[config.mk]
export PLATFORM = sky130hd
export DESIGN_NAME = qmx_framer
export DESIGN_NICKNAME = d
export VERILOG_FILES = /design/src/hdl/qmx_pkg.sv /design/src/hdl/qmx_framer.sv /design/src/hdl/qmx_slot_timer.sv
export SDC_FILE = /design/constraint.sdc
export NUM_CORES = 1
export LEC_CHECK = 0
export BUFFER_PORTS_ARGS = -buffer_cell sky130_fd_sc_hd__buf_2
export CORE_UTILIZATION = 25
export CTS_BUF_LIST = sky130_fd_sc_hd__clkbuf_2 sky130_fd_sc_hd__clkbuf_4 sky130_fd_sc_hd__clkbuf_8
export CTS_CLUSTER_DIAMETER = 80
export DETAILED_ROUTE_END_ITERATION = 8
export PLACE_DENSITY = 0.52
export SYNTH_ARGS = -nofsm -noshare
export SYNTH_HDL_FRONTEND = slang
export SYNTH_HIERARCHICAL = 1
export SYNTH_SLANG_ARGS = --single-unit
[constraint.sdc]
create_clock -name ref_clk -period 2.7 [get_ports ref_clk]
set_clock_uncertainty 0.1 [all_clocks]
set_input_delay 0.54 -clock ref_clk [delete_from_list [all_inputs] [get_ports ref_clk]]
set_output_delay 0.54 -clock ref_clk [all_outputs]
set_load 0.1 [all_outputs]
[src/hdl/qmx_pkg.sv]
// Purpose: Shared constants and types for the four-tributary line muldex framer.
// Assumes: One composite line bit per ref_clk cycle.
// Notes: Bit and set indices count from zero here; set 0 is the first set.
package qmx_pkg;

    // Composite and tributary rates, in kbit/s, and the rate tolerance
    localparam int LINE_RATE_KBPS = 564992;
    localparam int TRIB_RATE_KBPS = 139264;
    localparam int RATE_TOL_PPM = 15;

    // Frame geometry
    localparam int NUM_TRIBS = 4;
    localparam int FRAME_BITS = 2688;
    localparam logic [2:0] SET_LAST = 3'h6;
    localparam logic [8:0] SET_BIT_LAST = 9'h17f;
    localparam logic [8:0] FAW_LEN = 9'h00c;
    localparam logic [8:0] FAW_LAST = 9'h00b;
    localparam logic [8:0] CTRL_LEN = 9'h004;
    localparam logic [8:0] SERV_LEN = 9'h004;
    localparam logic [8:0] JUST_LO = 9'h004;
    localparam logic [8:0] JUST_HI = 9'h007;

    // Frame alignment word, first bit sent is the MSB
    localparam logic [11:0] FAW_WORD = 12'hfa0;

    // Scrambler states: preset at frame start, and the state at bit 12
    localparam logic [6:0] SCR_PRESET = 7'h7f;
    localparam logic [6:0] SCR_AT_DATA = 7'h0f;

    // Alignment and majority thresholds
    localparam int LOSS_COUNT = 4;
    localparam logic [1:0] MISS_LAST = 2'(LOSS_COUNT - 1);
    localparam logic [2:0] MAJ_THRESH = 3'h3;

    // Position of the current line bit within the frame
    typedef struct packed {
        logic [2:0] set_idx;
        logic [8:0] bit_idx;
        logic [1:0] slot;
        logic first;
        logic last;
        logic faw;
        logic ctrl;
        logic serv;
        logic jpos;
        logic data;
        logic faw_bit;
        logic key;
    } qmx_slot_type;

    // Receive alignment states
    typedef enum logic [1:0] {AL_SEARCH, AL_CONF1, AL_CONF2, AL_LOCKED} qmx_align_type;

endpackage : qmx_pkg

[src/hdl/qmx_framer.sv]
// Purpose: Four-tributary muldex framer: transmit framing and receive deframing.
// Assumes: ref_clk is the composite bit clock, one line bit per cycle.
// Notes: Tributaries are fed on request; receive output is valid only when locked.
`timescale 1ns/1ns
`default_nettype none
module qmx_framer
(
    // Clock and reset
    input wire logic ref_clk,
    input wire logic rst_b,
    // Configuration
    input wire logic scr_enable,
    // Transmit tributaries
    input wire logic [3:0] trib_bit,
    input wire logic [3:0] trib_just_req,
    output logic [3:0] trib_take,
    // Transmit service bits, bit 0 is the local remote-alarm request
    input wire logic [3:0] tx_service,
    // Line
    output logic tx_line,
    output logic tx_frame_start,
    input wire logic rx_line,
    // Receive tributaries
    output logic [3:0] rx_trib_bit,
    output logic [3:0] rx_trib_valid,
    output logic [3:0] rx_justified,
    // Receive status, rx_service bit 0 is the far-end remote alarm
    output logic [3:0] rx_service,
    output logic rx_aligned,
    output logic rx_align_lost
);
    import qmx_pkg::*;

    qmx_slot_type tx_pos;
    qmx_slot_type rx_pos;

    // Transmit pipeline registers
    logic [3:0] just_r;
    logic p1_use_r;
    logic p1_fix_r;
    logic p1_key_r;
    logic p1_first_r;
    logic [1:0] p1_slot_r;
    logic [3:0] trib_take_r;
    logic tx_line_r;
    logic tx_frame_r;
    logic tx_use;
    logic tx_fix;
    logic tx_bit;

    // Receive registers
    logic rx_s1_r;
    logic rx_s2_r;
    logic [10:0] rx_sr_r;
    qmx_align_type al_r;
    qmx_align_type al_nxt;
    logic [1:0] miss_r;
    logic [1:0] miss_nxt;
    logic rx_load;
    logic rx_lost;
    logic [2:0] cnt_r [NUM_TRIBS];
    logic [3:0] rx_trib_bit_r;
    logic [3:0] rx_valid_r;
    logic [3:0] rx_just_r;
    logic [3:0] rx_svc_r;
    logic rx_aligned_r;
    logic rx_lost_r;
    logic locked;
    logic faw_hit;
    logic faw_check;
    logic rx_d;
    logic maj_now;
    logic rx_take;

    // Transmit timer: advances one line bit per cycle at the composite rate
    qmx_slot_timer u_tx_timer
    (
        .ref_clk(ref_clk),
        .rst_b(rst_b),
        .scr_on(scr_enable),
        .load(1'b0),
        .pos(tx_pos)
    );

    // Receive timer, realigned on a candidate word
    qmx_slot_timer u_rx_timer
    (
        .ref_clk(ref_clk),
        .rst_b(rst_b),
        .scr_on(scr_enable),
        .load(rx_load),
        .pos(rx_pos)
    );

    // Transmit stage 1 decode: payload slots pull from tributary slot order
    assign tx_use = tx_pos.data || (tx_pos.jpos && !just_r[tx_pos.slot]);
    assign tx_fix = tx_pos.faw ? tx_pos.faw_bit :
                    tx_pos.ctrl ? just_r[tx_pos.slot] :
                    tx_pos.serv ? tx_service[tx_pos.slot] :
                    1'b0;

    // Stage 2 composes the bit; the word itself is never keyed
    assign tx_bit = (p1_use_r ? trib_bit[p1_slot_r] : p1_fix_r) ^ p1_key_r;

    // Justification decision is held for the whole frame
    always_ff @(posedge ref_clk)
    begin
        if (!rst_b)
            just_r <= 4'h0;
        else if (tx_pos.first)
            just_r <= trib_just_req;
    end

    // Transmit stage 1: request the tributary bit one cycle ahead
    always_ff @(posedge ref_clk)
    begin
        if (!rst_b)
        begin
            p1_use_r <= 1'b0;
            p1_fix_r <= 1'b0;
            p1_key_r <= 1'b0;
            p1_first_r <= 1'b0;
            p1_slot_r <= 2'h0;
            trib_take_r <= 4'h0;
        end
        else
        begin
            p1_use_r <= tx_use;
            p1_fix_r <= tx_fix;
            p1_key_r <= tx_pos.key;
            p1_first_r <= tx_pos.first;
            p1_slot_r <= tx_pos.slot;
            trib_take_r <= tx_use ? 4'h1 << tx_pos.slot : 4'h0;
        end
    end

    // Transmit stage 2: line bit and frame marker
    always_ff @(posedge ref_clk)
    begin
        if (!rst_b)
        begin
            tx_line_r <= 1'b0;
            tx_frame_r <= 1'b0;
        end
        else
        begin
            tx_line_r <= tx_bit;
            tx_frame_r <= p1_first_r;
        end
    end

    // Line input is asynchronous to ref_clk: two flops before use
    always_ff @(posedge ref_clk)
    begin
        if (!rst_b)
        begin
            rx_s1_r <= 1'b0;
            rx_s2_r <= 1'b0;
            rx_sr_r <= 11'h000;
        end
        else
        begin
            rx_s1_r <= rx_line;
            rx_s2_r <= rx_s1_r;
            rx_sr_r <= {rx_sr_r[9:0], rx_s2_r};
        end
    end

    // Word search window ends on the current bit
    assign faw_hit = {rx_sr_r, rx_s2_r} == FAW_WORD;
    assign faw_check = rx_pos.faw && rx_pos.bit_idx == FAW_LAST;
    assign locked = al_r == AL_LOCKED;
    assign rx_d = rx_s2_r ^ rx_pos.key;
    assign maj_now = cnt_r[rx_pos.slot] >= MAJ_THRESH;
    assign rx_take = locked && (rx_pos.data || (rx_pos.jpos && !maj_now));

    // Alignment state machine; misses only count at the predicted position
    always_comb
    begin
        al_nxt = al_r;
        miss_nxt = miss_r;
        rx_load = 1'b0;
        rx_lost = 1'b0;
        unique case (al_r)
            AL_SEARCH:
                if (faw_hit)
                begin
                    rx_load = 1'b1;
                    al_nxt = AL_CONF1;
                end
            AL_CONF1:
                if (faw_check)
                    al_nxt = faw_hit ? AL_CONF2 : AL_SEARCH;
            AL_CONF2:
                if (faw_check)
                    al_nxt = faw_hit ? AL_LOCKED : AL_SEARCH;
            AL_LOCKED:
                if (faw_check)
                begin
                    if (faw_hit)
                        miss_nxt = 2'h0;
                    else if (miss_r == MISS_LAST)
                    begin
                        al_nxt = AL_SEARCH;
                        miss_nxt = 2'h0;
                        rx_lost = 1'b1;
                    end
                    else
                        miss_nxt = miss_r + 2'h1;
                end
        endcase
    end

    // Alignment registers
    always_ff @(posedge ref_clk)
    begin
        if (!rst_b)
        begin
            al_r <= AL_SEARCH;
            miss_r <= 2'h0;
            rx_aligned_r <= 1'b0;
            rx_lost_r <= 1'b0;
        end
        else
        begin
            al_r <= al_nxt;
            miss_r <= miss_nxt;
            rx_aligned_r <= al_nxt == AL_LOCKED;
            rx_lost_r <= rx_lost;
        end
    end

    // Control-bit ones are counted per tributary, cleared each frame
    always_ff @(posedge ref_clk)
    begin
        if (!rst_b || rx_pos.first)
        begin
            for (int i = 0; i < NUM_TRIBS; i++)
                cnt_r[i] <= 3'h0;
        end
        else if (rx_pos.ctrl && rx_d)
            cnt_r[rx_pos.slot] <= cnt_r[rx_pos.slot] + 3'h1;
    end

    // Receive demultiplex; nothing is delivered while out of lock
    always_ff @(posedge ref_clk)
    begin
        if (!rst_b)
        begin
            rx_trib_bit_r <= 4'h0;
            rx_valid_r <= 4'h0;
            rx_just_r <= 4'h0;
            rx_svc_r <= 4'h0;
        end
        else
        begin
            rx_valid_r <= rx_take ? 4'h1 << rx_pos.slot : 4'h0;
            if (rx_take)
                rx_trib_bit_r[rx_pos.slot] <= rx_d;
            if (locked && rx_pos.jpos)
                rx_just_r[rx_pos.slot] <= maj_now;
            if (locked && rx_pos.serv)
                rx_svc_r[rx_pos.slot] <= rx_d;
        end
    end

    // Outputs straight from flops
    assign trib_take = trib_take_r;
    assign tx_line = tx_line_r;
    assign tx_frame_start = tx_frame_r;
    assign rx_trib_bit = rx_trib_bit_r;
    assign rx_trib_valid = rx_valid_r;
    assign rx_justified = rx_just_r;
    assign rx_service = rx_svc_r;
    assign rx_aligned = rx_aligned_r;
    assign rx_align_lost = rx_lost_r;

    // Checking helpers: cycles between frame markers
    logic [11:0] gap_r;
    logic seen_r;
    always_ff @(posedge ref_clk)
    begin
        if (!rst_b)
        begin
            gap_r <= 12'h000;
            seen_r <= 1'b0;
        end
        else
        begin
            gap_r <= tx_frame_r ? 12'h000 : gap_r + 12'h001;
            seen_r <= seen_r | tx_frame_r;
        end
    end
endmodule : qmx_framer
`default_nettype wire

[src/hdl/qmx_slot_timer.sv]
// Purpose: Frame position counter with the per-frame reset scrambler.
// Assumes: One line bit per cycle; four line bits make one tributary time.
// Notes: load jumps to set 0 bit 12, used by the receiver after a word hit.
`timescale 1ns/1ns
`default_nettype none
module qmx_slot_timer
(
    // Clock and reset
    input wire logic ref_clk,
    input wire logic rst_b,
    // Control
    input wire logic scr_on,
    input wire logic load,
    // Position of the current bit
    output qmx_pkg::qmx_slot_type pos
);
    import qmx_pkg::*;

    logic [2:0] set_r;
    logic [8:0] bit_r;
    logic [6:0] scr_r;
    logic [6:0] scr_nxt;
    logic set_end;
    logic mid_set;
    logic step;
    logic scr_tap_stage0;
    logic scr_tap_stage2;
    logic scr_tap_stage5;
    logic scr_tap_stage6;
    logic tap;

    // Field decode of the current position
    assign set_end = bit_r == SET_BIT_LAST;
    assign mid_set = set_r != 3'h0 && set_r != SET_LAST;
    assign pos.set_idx = set_r;
    assign pos.bit_idx = bit_r;
    assign pos.slot = bit_r[1:0];
    assign pos.first = set_r == 3'h0 && bit_r == 9'h000;
    assign pos.last = set_r == SET_LAST && set_end;
    assign pos.faw = set_r == 3'h0 && bit_r < FAW_LEN;
    assign pos.ctrl = mid_set && bit_r < CTRL_LEN;
    assign pos.serv = set_r == SET_LAST && bit_r < SERV_LEN;
    assign pos.jpos = set_r == SET_LAST && bit_r >= JUST_LO && bit_r <= JUST_HI;
    assign pos.data = !(pos.faw || pos.ctrl || pos.serv || pos.jpos);

    // Stage taps; each tributary slot gets its own delayed sequence
    assign scr_tap_stage0 = scr_r[0];
    assign scr_tap_stage2 = scr_r[2];
    assign scr_tap_stage5 = scr_r[5];
    assign scr_tap_stage6 = scr_r[6];
    assign tap = bit_r[1] ? (bit_r[0] ? scr_tap_stage6 : scr_tap_stage5)
                          : (bit_r[0] ? scr_tap_stage2 : scr_tap_stage0);

    // Word comes from stages 5 and 6 right after preset, else the constant
    assign pos.faw_bit = scr_on ? (bit_r[0] ? scr_tap_stage6 : scr_tap_stage5)
                                : FAW_WORD[4'hb - bit_r[3:0]];
    assign pos.key = scr_on && !pos.faw && tap;

    // Shift toward stage 0, feedback into stage 6; one step per tributary time
    assign step = bit_r[1:0] == 2'h3;
    assign scr_nxt = {scr_r[0] ^ scr_r[1], scr_r[6:1]};

    // Position counter; a realign wins over the frame wrap, or a word hit that
    // lands on the last bit would put the candidate off by the word every frame
    always_ff @(posedge ref_clk)
    begin
        if (!rst_b)
        begin
            set_r <= 3'h0;
            bit_r <= 9'h000;
        end
        else if (load)
        begin
            set_r <= 3'h0;
            bit_r <= FAW_LEN;
        end
        else if (set_end)
        begin
            set_r <= pos.last ? 3'h0 : set_r + 3'h1; // Wraps after set 6
            bit_r <= 9'h000;
        end
        else
            bit_r <= bit_r + 9'h001;
    end

    // Reset scrambler: all ones at every frame start, no self-sync needed
    always_ff @(posedge ref_clk)
    begin
        if (!rst_b)
            scr_r <= SCR_PRESET;
        else if (load)
            scr_r <= SCR_AT_DATA;
        else if (pos.last)
            scr_r <= SCR_PRESET;
        else if (step)
            scr_r <= scr_nxt;
    end
endmodule : qmx_slot_timer
`default_nettype wire

# Yosys cells after proc, flatten, opt, wreduce, memory -nomap -nowiden
# Memories as Yosys holds them, arrays and structs flattened. A register that Yosys moved wholly into a read port is not among the register bits.
# Cells that the tools add are included.
# op_classes
bitwise_logic	7
n_mux	53
n_reduce_logical	62
n_mul	0
n_eq_ne	15
n_div	0
n_addsub	7
magnitude_cmp	14
shifts	2
# op_table
op	n
$logic_and 1x1->1	28
$mux 1	25
$mux 2	12
$mux 7	3
$add 9x1->9 const B	2
$eq 9x9->1 const B	2
$ge 9x3->1 const B	2
$le 9x3->1 const B	2
$logic_not 9->1	2
$lt 9x3->1 const B	2
$lt 9x4->1 const B	2
$bwmux 4	3
$eq 12x12->1 const B	1
$eq 2x2->1 const B	6
$add 3x1->3 const B	3
$eq 9x4->1 const B	1
$logic_or 1x1->1	9
$lt 2x3->1 const B	3
$mux 3	3
$reduce_bool 3->1	3
$reduce_or 3->1	3
$mux 4	2
$pmux 2 s4	1
$shl 1x2->4 const A	2
18 further kinds	38
# totals
romBits	16
latch_bits	0
wordCells	190
regBits	89
out_inout_bits	24
mem_bits_rw	12
mem_count	2
# memory_table
name	depth	word_bits	rd	rd_ports_with_merged_regs	write_ports	line_no	rtl
(no name shown)	16	1	1	0	0	qmx_slot_timer.sv:56	: FAW_WORD[4'hb - bit_r[3:0]];
cnt_r	4	3	1	1	4	qmx_framer.sv:61	logic [2:0] cnt_r [NUM_TRIBS];

# Longest topological paths before layout
# logic_depth
depth_word	12
depth_mapped	10

# Modules after synthesis
# The synthesis kept the hierarchy.
# modules_own_cells
module	cells_per_inst	n_inst	area_per_inst_um2	seq_area_each_um2
qmx_framer	231	1	2517.4	1381.3
qmx_slot_timer (u_tx_timer)	134	1	1173.6	380.4
qmx_slot_timer (u_rx_timer)	129	1	1148.6	380.4

# Worst setup path before layout
# Ideal clock, no wire load.
# synth_path
path_kind	flip-flop to flip-flop
from	reg u_rx_timer.bit_r[0]
to	reg rx_just_r[0], in the netlist rx_justified[0]
arrival_time_ns	2.263
setup_time_ns	0.119
stages_incl_launch_ff	7
synth_period_minus_slack_ns	2.483
path_slack_ns	0.217
n_path_buf	1
path_cell_list	dfxtp_1 > buf_2 > mux4_2 > ha_1 > ha_1 > or3b_1 > o221a_2
# synth_via
elab_chain_cells	5
word_cells_on_any_way	11
cone_classes	order compare (4); mux (3); reduce/logical (4)
# synth_rtl
element	line_no	rtl
from (decl)	qmx_slot_timer.sv:20	logic [8:0] bit_r;
from (signal assigned)	qmx_slot_timer.sv:83	bit_r <= bit_r + 9'h001;
$lt 2x3->1 (not written as such) / $ge 2x1->1 (equally long branches)	qmx_framer.sv:261	rx_just_r[rx_pos.slot] <= maj_now;
$logic_and 1x1->1 (not written as such)	qmx_framer.sv:261	
$mux 1 (not written as such)	qmx_framer.sv:261	
$demux 1 s2	qmx_framer.sv:261	
$bwmux 4	qmx_framer.sv:261	
to (signal, indexed assignment)	qmx_framer.sv:261	
to (decl)	qmx_framer.sv:64	logic [3:0] rx_just_r;
# Parallel ways exist; a longest one is shown, timed or not.
# A chain may end at the register's enable or synchronous reset.

==> results.yml <==
route:
  drtAntennaViolNets: 0
  num_vias: 3668
  first_iter_violations: 145
  vias_per_cell: 4.739
  drc: 0
  firstDrtPassIters: 4
  wirelength_mm: 10.47
  routedWlPerCell_um: 13.53
global_routing:
  grt_pass1_vias: 3451
  antenna_found_initial: 1
  grt_usage_pct: 10.88
  gr-total-overflow: 0
  grt_max_degree: 30
  grt_pass1_wl_mm: 17.11
critical_path:
  path_max_fanout: 9
  cp_data_arrival_time_ps: 2390
  r2r-start: "u_rx_timer/bit_r[1]"
  r2r-end: "cnt_r[2][0]"
  cp.required_ps: 2630
  rrSetupSlack_ps: 240
  start_kind: "flip-flop"
  reg2regPathDepth: 6
  worstSetupPathType: "reg -> reg"
  end_kind: "flip-flop"
timing:
  final_max_slew_viol_count: 0
  worst_pin_slew_ps: 573.9
  fmax_ghz: 0.4065
  hold_violations: 0
  rsz0062_at_grt: "false"
  timing.final.crit_share_pct: 91.11
  fin_tns_setup_ps: 0
  relSlewSlack_pct: 61.34
  fin_crit_ps: 2460
  setup_viol: 0
floorplan:
  initial_utilization_pct: 25.58
  ios: 40
  dieArea_sq_mm: 0.01970
  die_w_um: 140.3
  fp.dieH_um: 140.3
  core_sq_mm: 0.01871
  placementRows: 50
finish:
  area_growth_pct: 15.69
  multi_input_area_sq_mm: 0.002457
  final_common_cell: "dfxtp_1"
  drive_gt1_share_pct: 19.85
  area.sequential_sq_mm: 0.002142
  final_util_pct: 29.59
  nets: 569
  stdcell_count: 774
  final_cell_mix: "dfxtp_1, buf_2, nand2_1"
  fin_area_sq_mm: 0.005535
  nFillCells: 1912
clock_network:
  ctsHoldBuffers: 0
  insertion_delay_ps: 370
  h-tree-depth: 3
  cts_made_buffers: 9
  clkSinkCount: 101
  root_buffer: "clkbuf_8"
  cts.clk_slew.worst_paths_ps: 100
  clock_path_buffers: 2
  cts_tree: "yes"
pwr:
  vdd_drop_max_uv: 247.5
  power.leakage_nw: 2.141
  report.power.total_mw: 2.869
  power_density_mw_per_mm2: 518.2
hold_path:
  hold_depth: 2
  holdPathEnd: "rx_s1_r"
  hp-start: "rx_line"
  hp-class: "in -> reg"
place:
  port_buffers: 39
  postPlaceCellArea_sq_mm: 0.005318
  dp_cells: 757
  dpl.hpwl_mm: 7.704
  gp_congestion: 0.8241
synthesis:
  synth_area_sq_mm: 0.004785
  synthCells: 486
  ys.warnings.count: 6
  synth.avg_cell_area_sq_um: 9.845
run_status:
  status: "finished clean"
flow_run:
  cap_violations: 0
registers in the layout, indices dropped and copies added, names as in the netlist, 7 cells and up:
| register | cells |
|---|---|
| cnt_r | 12 |
| u_rx_timer/scr_r | 7 |
| u_rx_timer/bit_r | 9 |
| u_tx_timer/bit_r | 9 |
| u_tx_timer/scr_r | 7 |
| rx_sr_r | 11 |
area by class of cell:
cell class	instances	share of cell area, %
multi-input cells	343	44.39
inverters	18	1.221
flip-flops and latches	101	38.70
well taps	234	5.289
clock buffers	9	2.238
diodes	1	0.04521
clock inverters	7	1.605
repair buffers	61	6.510
worst max-delay path, cell delays in order (launching register included):
cell	delay (ps)
dfxtp_1	540
mux4_2	550
nand2_1	80
a31oi_1	50
xor2_1	200
nand2_1	140
o21ai_0	440
through the flow:
| stage | worst slack (ps) | hold slack [ps] |
|---|---|---|
| global route | 63.52 | 230.9 |
| floorplan | 222.8 | 311.9 |
| detailed placement | 223.9 | 328.4 |
| finish | 240.1 | 260.3 |
| CTS | 177.2 | 229.4 |
| global placement | 286.8 | 320.0 |
repair_timing:
item,in CTS,in global routing
setup endpoints to repair,0,7
buffers inserted,0,0
resized for setup,0,1
metal layers:
layer | share of wire (%) | track usage [%] | vias up
li1 | - | - | 1847
met1 | 46 | 13.34 | 1738
met2 | 48 | 18.47 | 79
met3 | 5.2 | 3.726 | 4
met4 | 0.46 | 2.082 | 0
met5 | 0 | 0 | -
worst max-delay path by stage:
stage                   startpoint  slack (ps)  cells past startpoint                to
6_report       u_rx_timer/bit_r[1]         240                      6       cnt_r[2][0]
5_1_grt        u_rx_timer/bit_r[0]          60                      9  rx_trib_valid[1]
3_5_place_dp   u_rx_timer/bit_r[4]         220                      8    rx_trib_bit[2]
3_3_place_gp   u_rx_timer/bit_r[4]         290                      6       cnt_r[3][1]
2_1_floorplan  u_rx_timer/bit_r[4]         220                      6       cnt_r[3][0]
4_1_cts        u_rx_timer/bit_r[4]         180                      8    rx_trib_bit[2]
power by group:
part           internal, mW  switching, mW  leakage [nW]
Clock                 0.454          0.576         0.106
Sequential             1.56         0.0336         0.855
Combinational         0.102          0.141          1.18
Total                  2.12          0.751          2.14
Power figures use the tool's default switching activity.
